File: src/hdr_regs.svh
`ifndef HDR_REGS_SVH
`define HDR_REGS_SVH
// register indices on the plain register port
`define HDR_ADDR_CCP_MODE      4'h0
`define HDR_ADDR_CMP_LOW       4'h1
`define HDR_ADDR_CMP_HIGH      4'h2
`define HDR_ADDR_AUTOSHUT      4'h3
`define HDR_ADDR_DB_RESTART    4'h4
`define HDR_ADDR_PERIOD        4'h5
`define HDR_ADDR_INT_STATUS    4'h6
`define HDR_ADDR_INT_MASK      4'h7
// field positions
`define HDR_RESTART_EN_BIT     7
`define HDR_SHUT_FLAG_BIT      7
`define HDR_SRC_MSB            6
`define HDR_SRC_LSB            4
`define HDR_PSSA_MSB           3
`define HDR_PSSA_LSB           2
`define HDR_PSSB_MSB           1
`define HDR_PSSB_LSB           0
// reset values
`define HDR_RST_CCP_MODE       8'h00
`define HDR_RST_AUTOSHUT       8'h00
`define HDR_RST_DB_RESTART     8'h00
`define HDR_RST_PERIOD         8'hFF
// instruction cycle is four oscillator periods
`define HDR_TOSC_PER_TCY       4
`endif

File: src/hdr_pkg.sv
package hdr_pkg;
   typedef enum logic [1:0] {
      HDR_RUN      = 2'b00,
      HDR_SHUT     = 2'b01,
      HDR_WAIT_PER = 2'b10
   } hdr_state_t;
   typedef enum logic [1:0] {
      HDR_PIN_LOW  = 2'b00,
      HDR_PIN_HIGH = 2'b01,
      HDR_PIN_TRI0 = 2'b10,
      HDR_PIN_TRI1 = 2'b11
   } hdr_pss_t;
endpackage : hdr_pkg

File: src/hdr_deadband.sv
`timescale 1ns/1ps
// delays the rising edge of one active-high request, falling edge passes at once
module hdr_deadband #(
   parameter int CW = 7
) (
   input  wire logic          clk,      // instruction clock
   input  wire logic          rst_n,    // async reset
   input  wire logic          req,      // scheduled active level
   input  wire logic [CW-1:0] dly,      // delay count
   output logic               act       // delayed active level
);
   logic [CW-1:0] cnt_ff;

   ////////////////////////////////////////////////////////////////////////
   // count while requested; a zero count is satisfied at once
   always_ff @(posedge clk or negedge rst_n) begin
      if (!rst_n) begin
         cnt_ff <= '0;
      end else if (!req) begin
         cnt_ff <= '0;
      end else if (cnt_ff != dly) begin
         cnt_ff <= cnt_ff + 1'b1;
      end
   end

   // drop is combinational so turn-off is never late; rise waits for the count
   assign act = req && (cnt_ff == dly);
endmodule : hdr_deadband

File: src/hdr_halfbridge.sv
// Decided for this implementation: the address-and-strobe port and the placing of the registers.
`timescale 1ns/1ps
// Behaviour
// - half-bridge mode gives programmable dead band between complementary outputs
// - only inactive-to-active edges are delayed; turn-off is immediate
// - delay is counted in instruction cycles of four oscillator periods
// - bits 6..0 of the control register hold the delay count
// - restart enable set: flag clears when shutdown ends, outputs restart
// - restart enable clear: outputs stay shut until software clears flag
// - shutdown forces pins without waiting for a clock; the flag sets once the synchronised source agrees
// - with auto restart, flag stays set while shutdown condition holds
// - software writes to the flag are ignored while shutdown persists
// - after restart, output resumes only at start of next period
module hdr_halfbridge #(
   parameter int DW = 7                      // delay count width
) (
   input  wire logic       CORE_CLK,         // instruction clock, 10 MHz
   input  wire logic       RSTN,             // async reset, active low
   input  wire logic [3:0] ADDR,             // register index
   input  wire logic [7:0] WDATA,            // write data
   input  wire logic       WR,               // write strobe
   input  wire logic       RD,               // read strobe
   output logic      [7:0] RDATA,            // read data, cycle after RD
   input  wire logic       SHDN_INT_N,       // external shutdown pin, low active
   input  wire logic       CMP1_OUT,         // comparator 1 output
   input  wire logic       CMP2_OUT,         // comparator 2 output
   output logic            PWM_OUTPUT_A,     // output pin a level
   output logic            PWM_OUTPUT_A_OE,  // output pin a enable
   output logic            PWM_OUTPUT_B,     // output pin b level
   output logic            PWM_OUTPUT_B_OE,  // output pin b enable
   output logic            IRQ               // level interrupt
);
   `include "hdr_regs.svh"

   logic [7:0]        ccp_mode_control_ff;
   logic [7:0]        cmp_low_ff;
   logic [7:0]        cmp_high_ff;
   logic [6:0]        autoshut_cfg_ff;       // source select and pin states
   logic              shutdown_status_flag_ff;
   logic [7:0]        deadband_restart_control_ff;
   logic [7:0]        period_ff;
   logic [7:0]        tmr_ff;
   logic [1:0]        int_status_ff;
   logic [1:0]        int_mask_ff;
   hdr_pkg::hdr_state_t state_ff;
   hdr_pkg::hdr_state_t nxt_state;
   logic [2:0]        src_raw;               // c1 high, c2 high, pin low; all active high
   logic [2:0]        src_lvl;               // filtered source levels
   logic              pwm_raw_ff;
   logic              out_a_ff;
   logic              out_b_ff;
   logic              oe_a_ff;
   logic              oe_b_ff;
   logic              irq_ff;
   logic [7:0]        rdata_ff;

   logic              shut_cond;
   logic              shut_src_async;
   logic              flag_wr;
   logic              period_start;
   logic              act_a;
   logic              act_b;
   logic              pwm_en;
   logic              running;
   logic              restart_evt;
   logic [2:0]        src;
   logic              force_pins;
   logic [1:0]        int_clr;
   logic [1:0]        int_set;

   ////////////////////////////////////////////////////////////////////////
   // input synchronisers, one per shutdown source; the pin is inverted first so
   // every source is active high and every chain resets to its idle level
   assign src_raw = {!SHDN_INT_N, CMP2_OUT, CMP1_OUT};

   for (genvar i = 0; i < 3; i++) begin : g_sync
      logic [2:0] sync_ff;
      logic       lvl_ff;

      // only the second stage reads the first, so a metastable first stage stays contained
      always_ff @(posedge CORE_CLK or negedge RSTN) begin
         if (!RSTN) begin
            sync_ff <= 3'h0;
         end else begin
            sync_ff <= {sync_ff[1:0], src_raw[i]};
         end
      end

      // a change counts once stages two and three agree
      always_ff @(posedge CORE_CLK or negedge RSTN) begin
         if (!RSTN) begin
            lvl_ff <= 1'b0;
         end else if (sync_ff[1] == sync_ff[2]) begin
            lvl_ff <= sync_ff[2];
         end
      end

      assign src_lvl[i] = lvl_ff;
   end

   ////////////////////////////////////////////////////////////////////////
   // shutdown condition from selected sources
   assign src       = autoshut_cfg_ff[`HDR_SRC_MSB:`HDR_SRC_LSB];
   // select bit 0 is comparator 1, bit 1 comparator 2, bit 2 the pin held low
   assign shut_cond = |(src & src_lvl);
   // raw sources force pins with no clock; synchronised copy drives the flag
   assign shut_src_async = |(src & src_raw);
   assign flag_wr   = WR && (ADDR == `HDR_ADDR_AUTOSHUT);
   assign pwm_en    = (ccp_mode_control_ff[3:2] == 2'b11);   // pwm mode select

   ////////////////////////////////////////////////////////////////////////
   // shutdown flag: condition wins over any clear
   // firmware may also set the flag itself, which is a shutdown like any other
   always_ff @(posedge CORE_CLK or negedge RSTN) begin
      if (!RSTN) begin
         shutdown_status_flag_ff <= 1'b0;
      end else if (shut_cond) begin
         shutdown_status_flag_ff <= 1'b1;
      end else if (flag_wr) begin
         shutdown_status_flag_ff <= WDATA[`HDR_SHUT_FLAG_BIT];
      end else if (deadband_restart_control_ff[`HDR_RESTART_EN_BIT]) begin
         shutdown_status_flag_ff <= 1'b0;
      end
   end

   ////////////////////////////////////////////////////////////////////////
   // period timer; a period starts when the timer wraps
   // duty compares against the next count so the pin lines up with the timer
   assign period_start = (tmr_ff == period_ff);

   always_ff @(posedge CORE_CLK or negedge RSTN) begin
      if (!RSTN) begin
         tmr_ff     <= 8'h00;
         pwm_raw_ff <= 1'b0;
      end else begin
         tmr_ff     <= period_start ? 8'h00 : tmr_ff + 8'h01;
         // duty is the low compare byte; zero duty gives constant inactive
         pwm_raw_ff <= period_start ? (cmp_low_ff != 8'h00) :
                       ((tmr_ff + 8'h01) < cmp_low_ff);
      end
   end

   ////////////////////////////////////////////////////////////////////////
   // restart sequencing: resume only on a period boundary
   // the period wait keeps a restart from emitting a runt first pulse
   always_comb begin
      nxt_state = state_ff;
      unique case (state_ff)
         hdr_pkg::HDR_RUN: begin
            if (shutdown_status_flag_ff || shut_cond) begin
               nxt_state = hdr_pkg::HDR_SHUT;
            end
         end
         hdr_pkg::HDR_SHUT: begin
            if (!shutdown_status_flag_ff && !shut_cond) begin
               nxt_state = hdr_pkg::HDR_WAIT_PER;
            end
         end
         hdr_pkg::HDR_WAIT_PER: begin
            if (shutdown_status_flag_ff || shut_cond) begin
               nxt_state = hdr_pkg::HDR_SHUT;
            end else if (period_start) begin
               nxt_state = hdr_pkg::HDR_RUN;
            end
         end
         default: nxt_state = hdr_pkg::HDR_SHUT;
      endcase
   end

   always_ff @(posedge CORE_CLK or negedge RSTN) begin
      if (!RSTN) begin
         state_ff <= hdr_pkg::HDR_RUN;
      end else begin
         state_ff <= nxt_state;
      end
   end

   // running also waits for the flag so a firmware shutdown takes effect at once
   assign running     = (state_ff == hdr_pkg::HDR_RUN) && !shutdown_status_flag_ff;
   assign restart_evt = (state_ff == hdr_pkg::HDR_WAIT_PER) && (nxt_state == hdr_pkg::HDR_RUN);

   ////////////////////////////////////////////////////////////////////////
   // dead band: a drives active with pwm, b with its complement
   // each side counts its own delay so both turn-on edges see the same dead band
   hdr_deadband #(.CW(DW)) u_db_a (
      .clk   (CORE_CLK),
      .rst_n (RSTN),
      .req   (running && pwm_raw_ff),
      .dly   (deadband_restart_control_ff[DW-1:0]),
      .act   (act_a)
   );
   hdr_deadband #(.CW(DW)) u_db_b (
      .clk   (CORE_CLK),
      .rst_n (RSTN),
      .req   (running && !pwm_raw_ff),
      .dly   (deadband_restart_control_ff[DW-1:0]),
      .act   (act_b)
   );

   ////////////////////////////////////////////////////////////////////////
   // output pins; polarity from mode bits 1:0, shutdown state per pin pair
   // enables follow the mode so an idle block leaves both pins released
   always_ff @(posedge CORE_CLK or negedge RSTN) begin
      if (!RSTN) begin
         out_a_ff <= 1'b0;
         out_b_ff <= 1'b0;
         oe_a_ff  <= 1'b0;
         oe_b_ff  <= 1'b0;
      end else begin
         oe_a_ff  <= pwm_en;
         oe_b_ff  <= pwm_en;
         out_a_ff <= act_a ^ ccp_mode_control_ff[1];
         out_b_ff <= act_b ^ ccp_mode_control_ff[0];
      end
   end

   // any selected raw source, a set flag or a pending restart keeps the pins parked
   assign force_pins = pwm_en && (shut_src_async || shutdown_status_flag_ff ||
                                  (state_ff != hdr_pkg::HDR_RUN));

   // pin override bypasses the flops so shutdown needs no clock edge
   always_comb begin
      PWM_OUTPUT_A    = out_a_ff;
      PWM_OUTPUT_A_OE = oe_a_ff;
      PWM_OUTPUT_B    = out_b_ff;
      PWM_OUTPUT_B_OE = oe_b_ff;
      if (force_pins) begin
         PWM_OUTPUT_A    = autoshut_cfg_ff[`HDR_PSSA_LSB];
         PWM_OUTPUT_A_OE = !autoshut_cfg_ff[`HDR_PSSA_MSB];
         PWM_OUTPUT_B    = autoshut_cfg_ff[`HDR_PSSB_LSB];
         PWM_OUTPUT_B_OE = !autoshut_cfg_ff[`HDR_PSSB_MSB];
      end
   end

   ////////////////////////////////////////////////////////////////////////
   // register writes
   // the flag bit of the shutdown register lives in its own process above
   always_ff @(posedge CORE_CLK or negedge RSTN) begin
      if (!RSTN) begin
         ccp_mode_control_ff         <= `HDR_RST_CCP_MODE;
         cmp_low_ff                  <= 8'h00;
         cmp_high_ff                 <= 8'h00;
         autoshut_cfg_ff             <= 7'h00;
         deadband_restart_control_ff <= `HDR_RST_DB_RESTART;
         period_ff                   <= `HDR_RST_PERIOD;
         int_mask_ff                 <= 2'h0;
      end else if (WR) begin
         unique case (ADDR)
            `HDR_ADDR_CCP_MODE:   ccp_mode_control_ff <= WDATA;
            `HDR_ADDR_CMP_LOW:    cmp_low_ff <= WDATA;
            `HDR_ADDR_CMP_HIGH:   cmp_high_ff <= WDATA;
            `HDR_ADDR_AUTOSHUT:   autoshut_cfg_ff <= WDATA[6:0];
            `HDR_ADDR_DB_RESTART: deadband_restart_control_ff <= WDATA;
            `HDR_ADDR_PERIOD:     period_ff <= WDATA;
            `HDR_ADDR_INT_MASK:   int_mask_ff <= WDATA[1:0];
            default: ;
         endcase
      end
   end

   // write-one-to-clear mask and this cycle's events
   assign int_clr = (WR && ADDR == `HDR_ADDR_INT_STATUS) ? WDATA[1:0] : 2'h0;
   assign int_set = {restart_evt,
                     (state_ff == hdr_pkg::HDR_RUN) && (nxt_state == hdr_pkg::HDR_SHUT)};

   // sticky events: bit0 shutdown entry from run, bit1 restart; set wins over clear
   always_ff @(posedge CORE_CLK or negedge RSTN) begin
      if (!RSTN) begin
         int_status_ff <= 2'h0;
      end else begin
         int_status_ff <= (int_status_ff & ~int_clr) | int_set;
      end
   end

   // registered so the pin cannot glitch while status and mask settle
   always_ff @(posedge CORE_CLK or negedge RSTN) begin
      if (!RSTN) begin
         irq_ff <= 1'b0;
      end else begin
         irq_ff <= |(int_status_ff & int_mask_ff);
      end
   end
   assign IRQ = irq_ff;

   ////////////////////////////////////////////////////////////////////////
   // read data, valid one cycle after the strobe only
   // zero between reads keeps a stale value off a shared read bus
   always_ff @(posedge CORE_CLK or negedge RSTN) begin
      if (!RSTN) begin
         rdata_ff <= 8'h00;
      end else if (RD) begin
         unique case (ADDR)
            `HDR_ADDR_CCP_MODE:   rdata_ff <= ccp_mode_control_ff;
            `HDR_ADDR_CMP_LOW:    rdata_ff <= cmp_low_ff;
            `HDR_ADDR_CMP_HIGH:   rdata_ff <= cmp_high_ff;
            `HDR_ADDR_AUTOSHUT:   rdata_ff <= {shutdown_status_flag_ff, autoshut_cfg_ff};
            `HDR_ADDR_DB_RESTART: rdata_ff <= deadband_restart_control_ff;
            `HDR_ADDR_PERIOD:     rdata_ff <= period_ff;
            `HDR_ADDR_INT_STATUS: rdata_ff <= {6'h00, int_status_ff};
            `HDR_ADDR_INT_MASK:   rdata_ff <= {6'h00, int_mask_ff};
            default:              rdata_ff <= 8'h00;   // unmapped reads zero
         endcase
      end else begin
         rdata_ff <= 8'h00;
      end
   end
   assign RDATA = rdata_ff;
endmodule : hdr_halfbridge

File: config.mk
export PLATFORM = sky130hd
export DESIGN_NAME = hdr_halfbridge
export DESIGN_NICKNAME = d
export VERILOG_FILES = /design/src/hdr_pkg.sv /design/src/hdr_deadband.sv /design/src/hdr_halfbridge.sv
export VERILOG_INCLUDE_DIRS = /design/src
export SDC_FILE = /design/constraint.sdc
export NUM_CORES = 1
export LEC_CHECK = 0
export BUFFER_PORTS_ARGS = -buffer_cell sky130_fd_sc_hd__buf_4
export CAP_MARGIN = 30
export CORE_UTILIZATION = 40
export DETAILED_ROUTE_END_ITERATION = 6
export RECOVER_POWER = 100
export SLEW_MARGIN = 10
export SYNTH_ARGS = -nofsm -noshare
export SYNTH_HDL_FRONTEND = slang
export SYNTH_SLANG_ARGS = --single-unit
export TNS_END_PERCENT = 20
File: constraint.sdc
create_clock -name CORE_CLK -period 4.48 [get_ports CORE_CLK]
set_input_delay 0.448 -clock CORE_CLK [delete_from_list [all_inputs] [get_ports CORE_CLK]]
set_output_delay 0.448 -clock CORE_CLK [all_outputs]
set_load 0.01 [all_outputs]
After elaboration in Yosys (flattened, before gate mapping). Cells that the tools add are included.

Register bits: 101. Bits of input ports: 19.

Reduce and logical (&&, ||, !) cells: 36. Bitwise logic cells: 8. Add/sub/neg operators: 3. Equal/unequal tests: 21. $lt $le $gt $ge: 1. Muxes and demuxes: 21.

Operators with widths (count): $pmux 8 s8 (1); $mux 7 (4); $eq 4x3->1 const B (4); $mux 8 (2); $add 7x1->7 const B (2); $eq 7x7->1 (2); $ne 7x7->1 (2); $reduce_and 2->1 (7); $logic_and 1x1->1 (11); $mux 2 (5); $add 8x1->8 const B (1); $eq 4x2->1 const B (2); $eq 8x8->1 (1); $lt 8x8->1 (1); $mux 1 (8); $reduce_bool 8->1 (1); $and 3x3->3 (2); $logic_not 1->1 (6); $pmux 2 s3 (1); $reduce_or 3->1 (2); $and 2x2->2 (2); $eq 2x1->1 const B (2); $eq 2x2->1 const B (2); $eq 4x1->1 const B (1); 11 further kinds (18).

Depth between registers and ports, before layout. Gate-level depths: netlist (run 1).

Depth in word-level cells: 9. Depth in mapped cells: 9. Gate-level depth less buffers: 9.

Modules after synthesis. From an unflattened synthesis (run 1), not the netlist that was laid out.

Cell total of the unflattened synthesis: 411. Area total of the unflattened synthesis: 4932.2 µm².

Modules (own cells, without submodules): hdr_halfbridge (instances 1, area each 3958.8 µm², cells each 306, seq. area each 2187.1 µm²); hdr_deadband (u_db_b) (instances 1, area each 499.2 µm², cells each 54, seq. area each 175.2 µm²); hdr_deadband (u_db_a) (instances 1, area each 474.2 µm², cells each 51, seq. area each 175.2 µm²).

Worst setup path before layout (run 1). Ideal clock, no wire load.

Path kind: register -> output. Start point: reg state_ff[1]. End point: out PWM_OUTPUT_A. Data arrival time: 1.309 ns. Slack: 2.723 ns. Path buffers: 0. Stages on the path, launching flop included: 4. Data required time: 4.032 ns. Path through: dfrtp_1 -> nor3_1 -> a31o_2 -> mux2_2.

Longest elaborated chain between the ends: 4.

RTL lines: start, declared (RTL line hdr_halfbridge.sv:45) `hdr_pkg::hdr_state_t state_ff;`; start signal, assigned (RTL line hdr_halfbridge.sv:172) `state_ff <= hdr_pkg::HDR_RUN;`; start signal, assigned (RTL line hdr_halfbridge.sv:174) `state_ff <= nxt_state;`; $reduce_bool 2->1 (RTL line hdr_halfbridge.sv:219) `(state_ff != hdr_pkg::HDR_RUN));`; $logic_or 1x1->1 (RTL line hdr_halfbridge.sv:218) `assign force_pins = pwm_en && (shut_src_async || shutdown_status_flag_ff ||`; $logic_and 1x1->1 (RTL line hdr_halfbridge.sv:218); $mux 1 (RTL line hdr_halfbridge.sv:227) `if (force_pins) begin`; end, declared (RTL line hdr_halfbridge.sv:27) `output logic PWM_OUTPUT_A,`.

No other way between the ends.

Worst setup path after layout (run 1).
Start point: reg state_ff[0]. End point: out PWM_OUTPUT_A.

The elaborated chain is that of the path after synthesis.

==> results of run 1 <==
==> logic make-up after synthesis <==
family | after synthesis
buffers and inverters | 30
multiplexers | 65
XOR/XNOR | 30
AO/OA/AOI/OAI | 75
AND/OR/NAND/NOR | 128
adder cells (fa/ha/maj) | 13
flip-flops | 101
==> metrics by stage <==
step | worst slack, ps | hold slack (ps) | area, µm² | power, µW
finish | 1975 | 206.0 | 5600 | 2697
global route | 1483 | 242.7 | 5600 | 2849
CTS | 1966 | 210.8 | 5700 | 2741
detailed placement | 2247 | 337.0 | 5424 | 2000
global placement | 2282 | 331.8 | 5424 | 1974
floorplan | 2723 | 152.4 | 5047 | 1749
==> layer usage <==
layer,vias up,wire length (µm)
li1,1660,-
met1,1772,5605
met2,82,5586
met3,10,621
met4,0,163
met5,-,0
==> registers in the layout, summed over array words and instances, names as in the netlist <==
signal and cells:
out_b_ff 1, deadband_restart_control_ff 8, cmp_high_ff 8, int_status_ff 2, u_db_a.cnt_ff 7, u_db_b.cnt_ff 7, pwm_raw_ff 1, cmp_low_ff 8
ccp_mode_control_ff 8, out_a_ff 1, state_ff 2, g_sync.lvl_ff 3, period_ff 8, autoshut_cfg_ff 7, tmr_ff 8, RDATA 8
shutdown_status_flag_ff 1, g_sync.sync_ff 9, oe_b_ff 1, IRQ 1, int_mask_ff 2
==> report_power, final <==
group / total (µW) / leakage, µW / internal (µW) / switching, µW
Sequential: 1290 / 0.00125 / 1100 / 197
Combinational: 671 / 0.000984 / 327 / 344
Clock: 733 / 0.000132 / 393 / 340
Total: 2700 / 0.00237 / 1820 / 881
==> critical path, cell delays in order (launching register included) <==
cell	delay [ps]
dfrtp_1	430
nor3_1	430
a31o_2	310
mux2_1	380
buf_4	160
==> final timing paths <==
path / startpoint / to / slack [ps] / depth (start not counted)
max: state_ff[0] / PWM_OUTPUT_A / 1970 / 4
min: RSTN / u_db_a.cnt_ff[3] / 210 / 1
max reg2reg: tmr_ff[0] / pwm_raw_ff / 2500 / 9
min reg2reg: g_sync[1].sync_ff[0] / g_sync[1].sync_ff[1] / 350 / 0
max in group asynchronous: RSTN / int_status_ff[1] / 2120 / 2
min in group CORE_CLK: CMP2_OUT / g_sync[1].sync_ff[0] / 240 / 1
==> layout make-up <==
| class | count | area [µm²] | share of cell area [%] |
|---|---|---|---|
| clock buffers | 11 | 242.7 | 4.334 |
| clock inverters | 4 | 33.78 | 0.6032 |
| flip-flops and latches | 101 | 2537 | 45.31 |
| repair buffers | 33 | 187.7 | 3.351 |
| well taps | 168 | 210.2 | 3.753 |
| multi-input cells | 311 | 2340 | 41.78 |
| inverters | 13 | 48.80 | 0.8713 |
==> placed cells by master, fill, tap and decap left out, types with 6 or more instances in the layout <==
| cell type | Yosys | final |
|---|---|---|
| o21ai_0 | 15 | 19 |
| mux2i_1 | 11 | 11 |
| nor4_1 | 6 | 6 |
| a21oi_1 | 17 | 17 |
| nand2b_1 | 11 | 11 |
| dfrtp_1 | 93 | 93 |
| nor2_1 | 11 | 11 |
| nand4_1 | 8 | 9 |
| a31oi_1 | 8 | 8 |
| clkbuf_16 | 0 | 9 |
| inv_1 | 13 | 13 |
| nand3_1 | 19 | 22 |
| ha_1 | 10 | 10 |
| xnor2_1 | 19 | 19 |
| xor2_1 | 11 | 11 |
| dfstp_2 | 8 | 7 |
| nand2_1 | 33 | 33 |
| a22o_1 | 6 | 6 |
| buf_4 | 2 | 17 |
| nor2b_1 | 8 | 8 |
| clkbuf_1 | 5 | 17 |
| nor3_1 | 10 | 10 |
| mux2_2 | 52 | 50 |
==> results.yml, run 1 <==
routing:
  routedWlPerCell_um: 18.68
  routed_wl_um: 11980
  routed-via-count: 3524
  ant_nets: 0
  via_per_inst: 5.498
  first_pass_iters: 4
  drc: 0
  drtIter0Drc: 253
outcome:
  status: "finished with violations"
  violations: "capacitance limit, slew limit"
clock_network:
  holdBufCountCts: 0
  post_cts_resized: 0
  clock_path_buffers: 2
  clock_latency_ps: 350
  cts_tree: "yes"
  cts_sinks: 101
  post_cts_buffers: 0
  cts_root_buffer: "clkbuf_16"
  clkTransAtPathRegs_ps: 70
  htreeDepth: 3
  numCtsBuffers: 9
synthesis:
  synth_area_leaders: "dfrtp_1 46%, mux2_2 12%, dfstp_2 4.2%, xnor2_1 3.3%, ha_1 2.5%"
  async_reset_ff_share_pct: 100.0
  yosysTopAreaCellShare_pct: 46.11
  ys_warn_count: 0
  ys_ff_latch: 101
  ys_types: 52
  synth_top_family_by_area: "multiplexers"
  synth_top_cell_by_area: "dfrtp_1"
  postSynthCellCount: 442
  avgSynthCellArea_um2: 11.42
  synth_area_mm2: 0.005047
  synth.area.mux_share_pct: 14.68
  synth_xor_area_share_pct: 5.206
  synthAdderAreaFrac_pct: 3.074
  synth_ff_type: "dfrtp_1"
  synth_edf_count: 0
  synth.most_common_cell: "dfrtp_1"
  synth_compound_area_share_pct: 10.16
  synth_simple_gate_area_share_pct: 14.03
  yosysSeqAreaShare_pct: 50.27
  syn_nets: 471
  synthTopCellsByCount: "93 x dfrtp_1, 52 x mux2_2, 33 x nand2_1, 19 x nand3_1, 19 x xnor2_1"
global_routing:
  grt-ovfl-total: 0
  grt_max_degree: 68
  grt_pass1_wl_um: 19260
  grt_use_met2_pct: 30.51
  antenna_found_initial: 0
  grt_usage_pct: 19.82
  grt_pass1_vias: 3443
  grt_use_met3_pct: 3.229
  top_usage_layer: "met2"
  use_met1_pct: 28.15
timing:
  setup-tns-final_ps: 0
  min_period_ps: 2505
  max_clock_freq_ghz: 0.3991
  tightest_slew_ps: 1796
  rsz0062_at_grt: "false"
  finalHoldViolCount: 0
  slew_violations: 36
  setup_viol: 0
  slew_headroom_pct: -19.70
  fin_skew_ps: 5.771
  fin_crit_sh_pct: 55.93
place:
  place_hpwl_um: 8802
  gp_congestion: 0.9112
  port_buffers: 31
  dp_cells: 626
die:
  core_mm2: 0.01216
  rows: 40
  dieArea_mm2: 0.01307
  die_w_um: 114.3
  start_util_pct: 41.50
  ioPinCount: 32
  chipHeight_um: 114.3
cells_and_area:
  instances_no_fill: 641
  antenna_cells: 0
  layout-drive-gt1-share_pct: 19.66
  nets: 498
  post-route-util_pct: 46.05
  area.growth.synth_to_final_pct: 10.96
  fillers: 1176
critical_path:
  endpoint_kind: "primary output"
  startpoint_type: "register"
  crit_type: "register to primary output"
  critPathRequiredTime_ps: 4030
  critPathArrivalTime_ps: 2060
  worst-path-max-fanout: 6
power_and_ir_drop:
  leakage_uw: 0.002368
  max-vdd-ir-drop_v: 0.0001857
  power_density_mw_per_mm2: 481.6
worst_hold_path:
  hold_path.class: "primary input to async pin"
flow_run:
  drv_cap: 1
No activity file was read; power rests on OpenSTA's default activity.
==> run 2: changes to the inputs <==
Clock period 4.48 ns to 2 ns, I/O delays scaled along.
==> run 2 against run 1 <==
Against the previous run:
- the run now ends clean
- flip-flop and latch count did not move
- power grew 140%
- critical path depth stayed put
- worst hold slack worse by 110 ps
- first-iteration DRC count decreased by 25%
- sequential share of layout area down 1.9 points
- critical endpoint unchanged
- highest routed layer unchanged
==> results.yml, run 2 (synthesized netlist as in run 1, its figures left out) <==
outcome:
  status: "complete, no violations"
routing:
  drtIter0Drc: 191
  routed-via-count: 3613
  ant_nets: 0
  first_pass_iters: 4
  drc: 0
  routedWlPerCell_um: 18.33
  routed_wl_um: 12110
  via_per_inst: 5.466
critical_path:
  critPathArrivalTime_ps: 1770
  critPathRequiredTime_ps: 1800
  crit_type: "register to primary output"
  worst-path-max-fanout: 5
  endpoint_kind: "primary output"
  startpoint_type: "register"
timing:
  fin_crit_sh_pct: 98.60
  worst_slack_ps: 28.02
  max_clock_freq_ghz: 0.5071
  setup_viol: 0
  tightest_slew_ps: 1037
  whs_ps: 96.15
  min_period_ps: 1972
  finalHoldViolCount: 0
  slew_violations: 0
  fin_skew_ps: 7.005
  slew_headroom_pct: 30.89
power_and_ir_drop:
  power_density_mw_per_mm2: 1085
  leakage_uw: 0.002507
  total_power_uw: 6343
  max-vdd-ir-drop_v: 0.0004201
global_routing:
  antenna_found_initial: 0
  grt_pass1_vias: 3498
  grt-ovfl-total: 0
  grt_pass1_wl_um: 19470
  grt_max_degree: 37
  grt_usage_pct: 20.24
clock_network:
  clock_latency_ps: 350
  htreeDepth: 3
  cts_sinks: 101
  numCtsBuffers: 9
  clock_path_buffers: 2
  cts_root_buffer: "clkbuf_16"
  cts_tree: "yes"
  clkTransAtPathRegs_ps: 70
cells_and_area:
  largest_reg_flops: 9
  top_register: "g_sync.sync_ff"
  instances_no_fill: 661
  antenna_cells: 0
  area.growth.synth_to_final_pct: 15.87
  final_cell_mix: "90 x dfrtp_1, 52 x mux2_2, 33 x nand2_1, 30 x buf_4, 20 x nand3_1"
  final_common_cell: "dfrtp_1"
  fin_area_mm2: 0.005848
  layout-drive-gt1-share_pct: 25.96
  nets: 518
  fillers: 1132
place:
  place_hpwl_um: 8921
  place_ws_ps: 89.18
  port_buffers: 31
  dp_cells: 636
  place_area_mm2: 0.005512
  gp_congestion: 0.8829
die:
  ioPinCount: 32
  dieArea_mm2: 0.01307
  chipHeight_um: 114.3
  die_w_um: 114.3
  rows: 40
  start_util_pct: 41.50
  core_mm2: 0.01216
flow_run:
  drv_cap: 0
worst_hold_path:
  hold_path.class: "primary input to register"
-- run 2: cell count changes in the layout (fill, tap and decap cells not counted), sizes merged --
cell	change
inv	-1
clkbuf	+3
bufinv	+1
buf	+13
dlygate4sd3	+4
-- run 2: path summary, 6_finish.rpt --
kind / startpoint / to / slack [ps] / cells after the start
worst min register to register: g_sync[2].sync_ff[0] / g_sync[2].sync_ff[1] / 350 / 0
worst min-delay path: WDATA[7] / period_ff[7] / 100 / 2
worst max-delay path: shutdown_status_flag_ff / PWM_OUTPUT_A / 30 / 4
worst max register to register: tmr_ff[0] / pwm_raw_ff / 100 / 9
max in group asynchronous: RSTN / period_ff[6] / 420 / 3
min in group asynchronous: RSTN / u_db_a.cnt_ff[3] / 500 / 2
-- run 2: routing by layer --
layer / up-vias / GRT usage, % / share of wire, %
li1: 1705 / - / -
met1: 1813 / 28.16 / 47
met2: 79 / 31.23 / 47
met3: 16 / 3.547 / 4.6
met4: 0 / 8.398 / 2.0
met5: - / 0 / 0
-- run 2: where the power goes --
part	total [µW]	internal [µW]	switching (µW)
Combinational	1670	854	820
Clock	1790	1030	762
Sequential	2880	2460	419
-- run 2: final cells by class --
cell class | instances | area (µm²) | share of cell area, %
sequential | 101 | 2541 | 43.45
clock buffer | 11 | 252.7 | 4.322
clock inverter | 4 | 47.55 | 0.8130
timing repair buffer | 53 | 351.6 | 6.012
inverter | 13 | 48.80 | 0.8344
tap | 168 | 210.2 | 3.594
multi-input combinational | 311 | 2396 | 40.97
-- run 2: repair_timing --
| item | in CTS | in global routing |
|---|---|---|
| pin swaps | 2 | 8 |
| setup buffers | 1 | 5 |
| endpoints found under the hold margin | 32 | 0 |
| resized for setup | 2 | 7 |
| hold buffers | 4 | 0 |
| endpoints found under the setup margin | 2 | 3 |
-- run 2: through the flow --
stage / utilization, % / setup TNS (ps)
after detailed placement: 45.32 / 0
after CTS: 48.23 / 0
after floorplan: - / 0
final: 48.09 / 0
after global placement: 45.32 / 0
after global routing: 48.09 / -13.68
-- run 2: critical path: stages (launching register included) --
cell     delay [ps]
dfrtp_2         440
nor3_2          250
a31o_4          230
mux2_2          350
buf_4           140
==> run 3: changes to the inputs <==
Settings changed: CORE_UTILIZATION 40 to 45, RECOVER_POWER 100 to 50.
==> run 3 against run 2 <==
Against the previous run:
- first-iteration DRC count increased by 29%
- clock power decreased by 27%
- clock skew increased by 2.9 ps
- critical path depth unchanged
- global-route usage increased by 2.6 points
- largest power group unchanged
==> results.yml, run 3 (synthesized netlist as in run 1, its figures left out) <==
place:
  port_buffers: 31
  place_hpwl_um: 8945
  gp_congestion: 0.8365
  place_area_mm2: 0.005492
  dp_cells: 610
global_routing:
  grt-ovfl-total: 0
  grt_pass1_wl_um: 19690
  antenna_found_initial: 0
  grt_max_degree: 38
  grt_pass1_vias: 3578
  grt_usage_pct: 22.85
routing:
  ant_nets: 0
  routed_wl_um: 12270
  via_per_inst: 5.741
  drtIter0Drc: 246
  first_pass_iters: 5
  drc: 0
  routed-via-count: 3640
  routedWlPerCell_um: 19.35
clock_network:
  cts_sinks: 101
  clock_latency_ps: 370
  clkTransAtPathRegs_ps: 90
  htreeDepth: 3
  cts_root_buffer: "clkbuf_8"
  numCtsBuffers: 9
  clock_path_buffers: 2
  cts_tree: "yes"
timing:
  setup_viol: 0
  rsz0062_at_grt: "true"
  tightest_slew_ps: 840.7
  fin_skew_ps: 9.879
  slew_headroom_pct: 43.95
  setup-tns-final_ps: 0
  min_period_ps: 1947
  max_clock_freq_ghz: 0.5137
  finalHoldViolCount: 0
  slew_violations: 0
  fin_crit_sh_pct: 97.33
cells_and_area:
  final_cell_mix: "89 x dfrtp_1, 50 x mux2_2, 39 x buf_4, 33 x nand2_1, 22 x nand3_1"
  nets: 518
  layout-drive-gt1-share_pct: 28.34
  final_common_cell: "dfrtp_1"
  antenna_cells: 0
  top_register: "g_sync.sync_ff"
  fin_area_mm2: 0.005759
  fillers: 974
  largest_reg_flops: 9
  area.growth.synth_to_final_pct: 14.11
  post-route-util_pct: 52.90
  instances_no_fill: 634
critical_path:
  cpPeakStageDelay_ps: 460
  crit_type: "register to primary output"
  cp_top_family: "flip-flops"
  worst-path-max-fanout: 6
  startpoint_type: "register"
  endpoint_kind: "primary output"
  critPathRequiredTime_ps: 1800
  crit_chain: "nor3_4 -> a31o_4 -> mux2_4 -> buf_6"
  critPathArrivalTime_ps: 1750
  path_buf_inv: 1
  crit_path_top_delay_cell: "dfrtp_2"
die:
  ioPinCount: 32
  rows: 38
  dieArea_mm2: 0.01164
  chipHeight_um: 107.9
  start_util_pct: 46.36
  core_mm2: 0.01089
  die_w_um: 107.9
flow_run:
  drv_cap: 0
outcome:
  status: "complete, no violations"
power_and_ir_drop:
  power_density_mw_per_mm2: 1026
  max-vdd-ir-drop_v: 0.0004908
  leakage_uw: 0.002505
  total_power_uw: 5908
worst_hold_path:
  hold_path.class: "primary input to register"
## run 3: changes by cell type in the layout (fill, tap and decap cells not counted), sizes merged
cell,previous run,this run
clkinv,2,3
buf,30,41
clkinvlp,1,2
clkbuf,30,18
## run 3: through the flow
step	hold WS [ps]	worst slack [ps]
floorplan	-95.59	251.2
global placement	169.1	158.0
detailed placement	173.2	129.8
CTS	57.81	3.512
global route	70.34	-40.28
finish	73.32	53.49
## run 3: final timing paths
check                                     start  slack, ps                    to  depth (start not counted)
setup / recovery                    state_ff[0]         50          PWM_OUTPUT_A                          4
hold / removal                         WDATA[7]         70          period_ff[7]                          2
setup reg to reg                      tmr_ff[1]         90            pwm_raw_ff                          9
hold reg to reg            g_sync[0].sync_ff[0]        360  g_sync[0].sync_ff[1]                          0
max in group asynchronous                  RSTN        440             tmr_ff[2]                          3
min in group asynchronous                  RSTN        450      g_sync[1].lvl_ff                          2
## run 3: cell type report
cell class | instances | area (µm²) | share of cell area (%)
sequential | 101 | 2542 | 44.15
clock buffer | 10 | 127.6 | 2.216
multi-input combinational | 311 | 2405 | 41.76
inverter | 13 | 48.80 | 0.8473
timing repair buffer | 53 | 396.6 | 6.887
tap | 140 | 175.2 | 3.041
clock inverter | 6 | 63.81 | 1.108
## run 3: power by group
group / internal, µW / switching [µW] / total [µW]
Combinational: 878 / 844 / 1720
Sequential: 2460 / 429 / 2890
Clock: 577 / 719 / 1300
## run 3: worst register-to-register path, delay by kind of cell, from the launching register on
family / cells / cell delay (ps)
AOI/OAI and AO/OA: 3 / 280
adders and majority gates: 2 / 490
DFF: 1 / 420
and+or+nand+nor: 3 / 440
xor gates and xnor gates: 1 / 220
## run 3: metal layers
layer | GRT usage (%) | vias up | share of wire [%]
met3 | 2.845 | 17 | 4.7
met2 | 35.81 | 110 | 45
met5 | 0 | - | 0
met1 | 32.87 | 1827 | 48
li1 | - | 1686 | -
met4 | 7.339 | 0 | 1.5
## run 3: timing repair
item                                   CTS  global route
buffers inserted                         2             2
hold buffers                             4             0
pin swaps                                2             2
gates resized for setup                  5             9
setup endpoints to repair                2             3
endpoints found under the hold margin   34             0
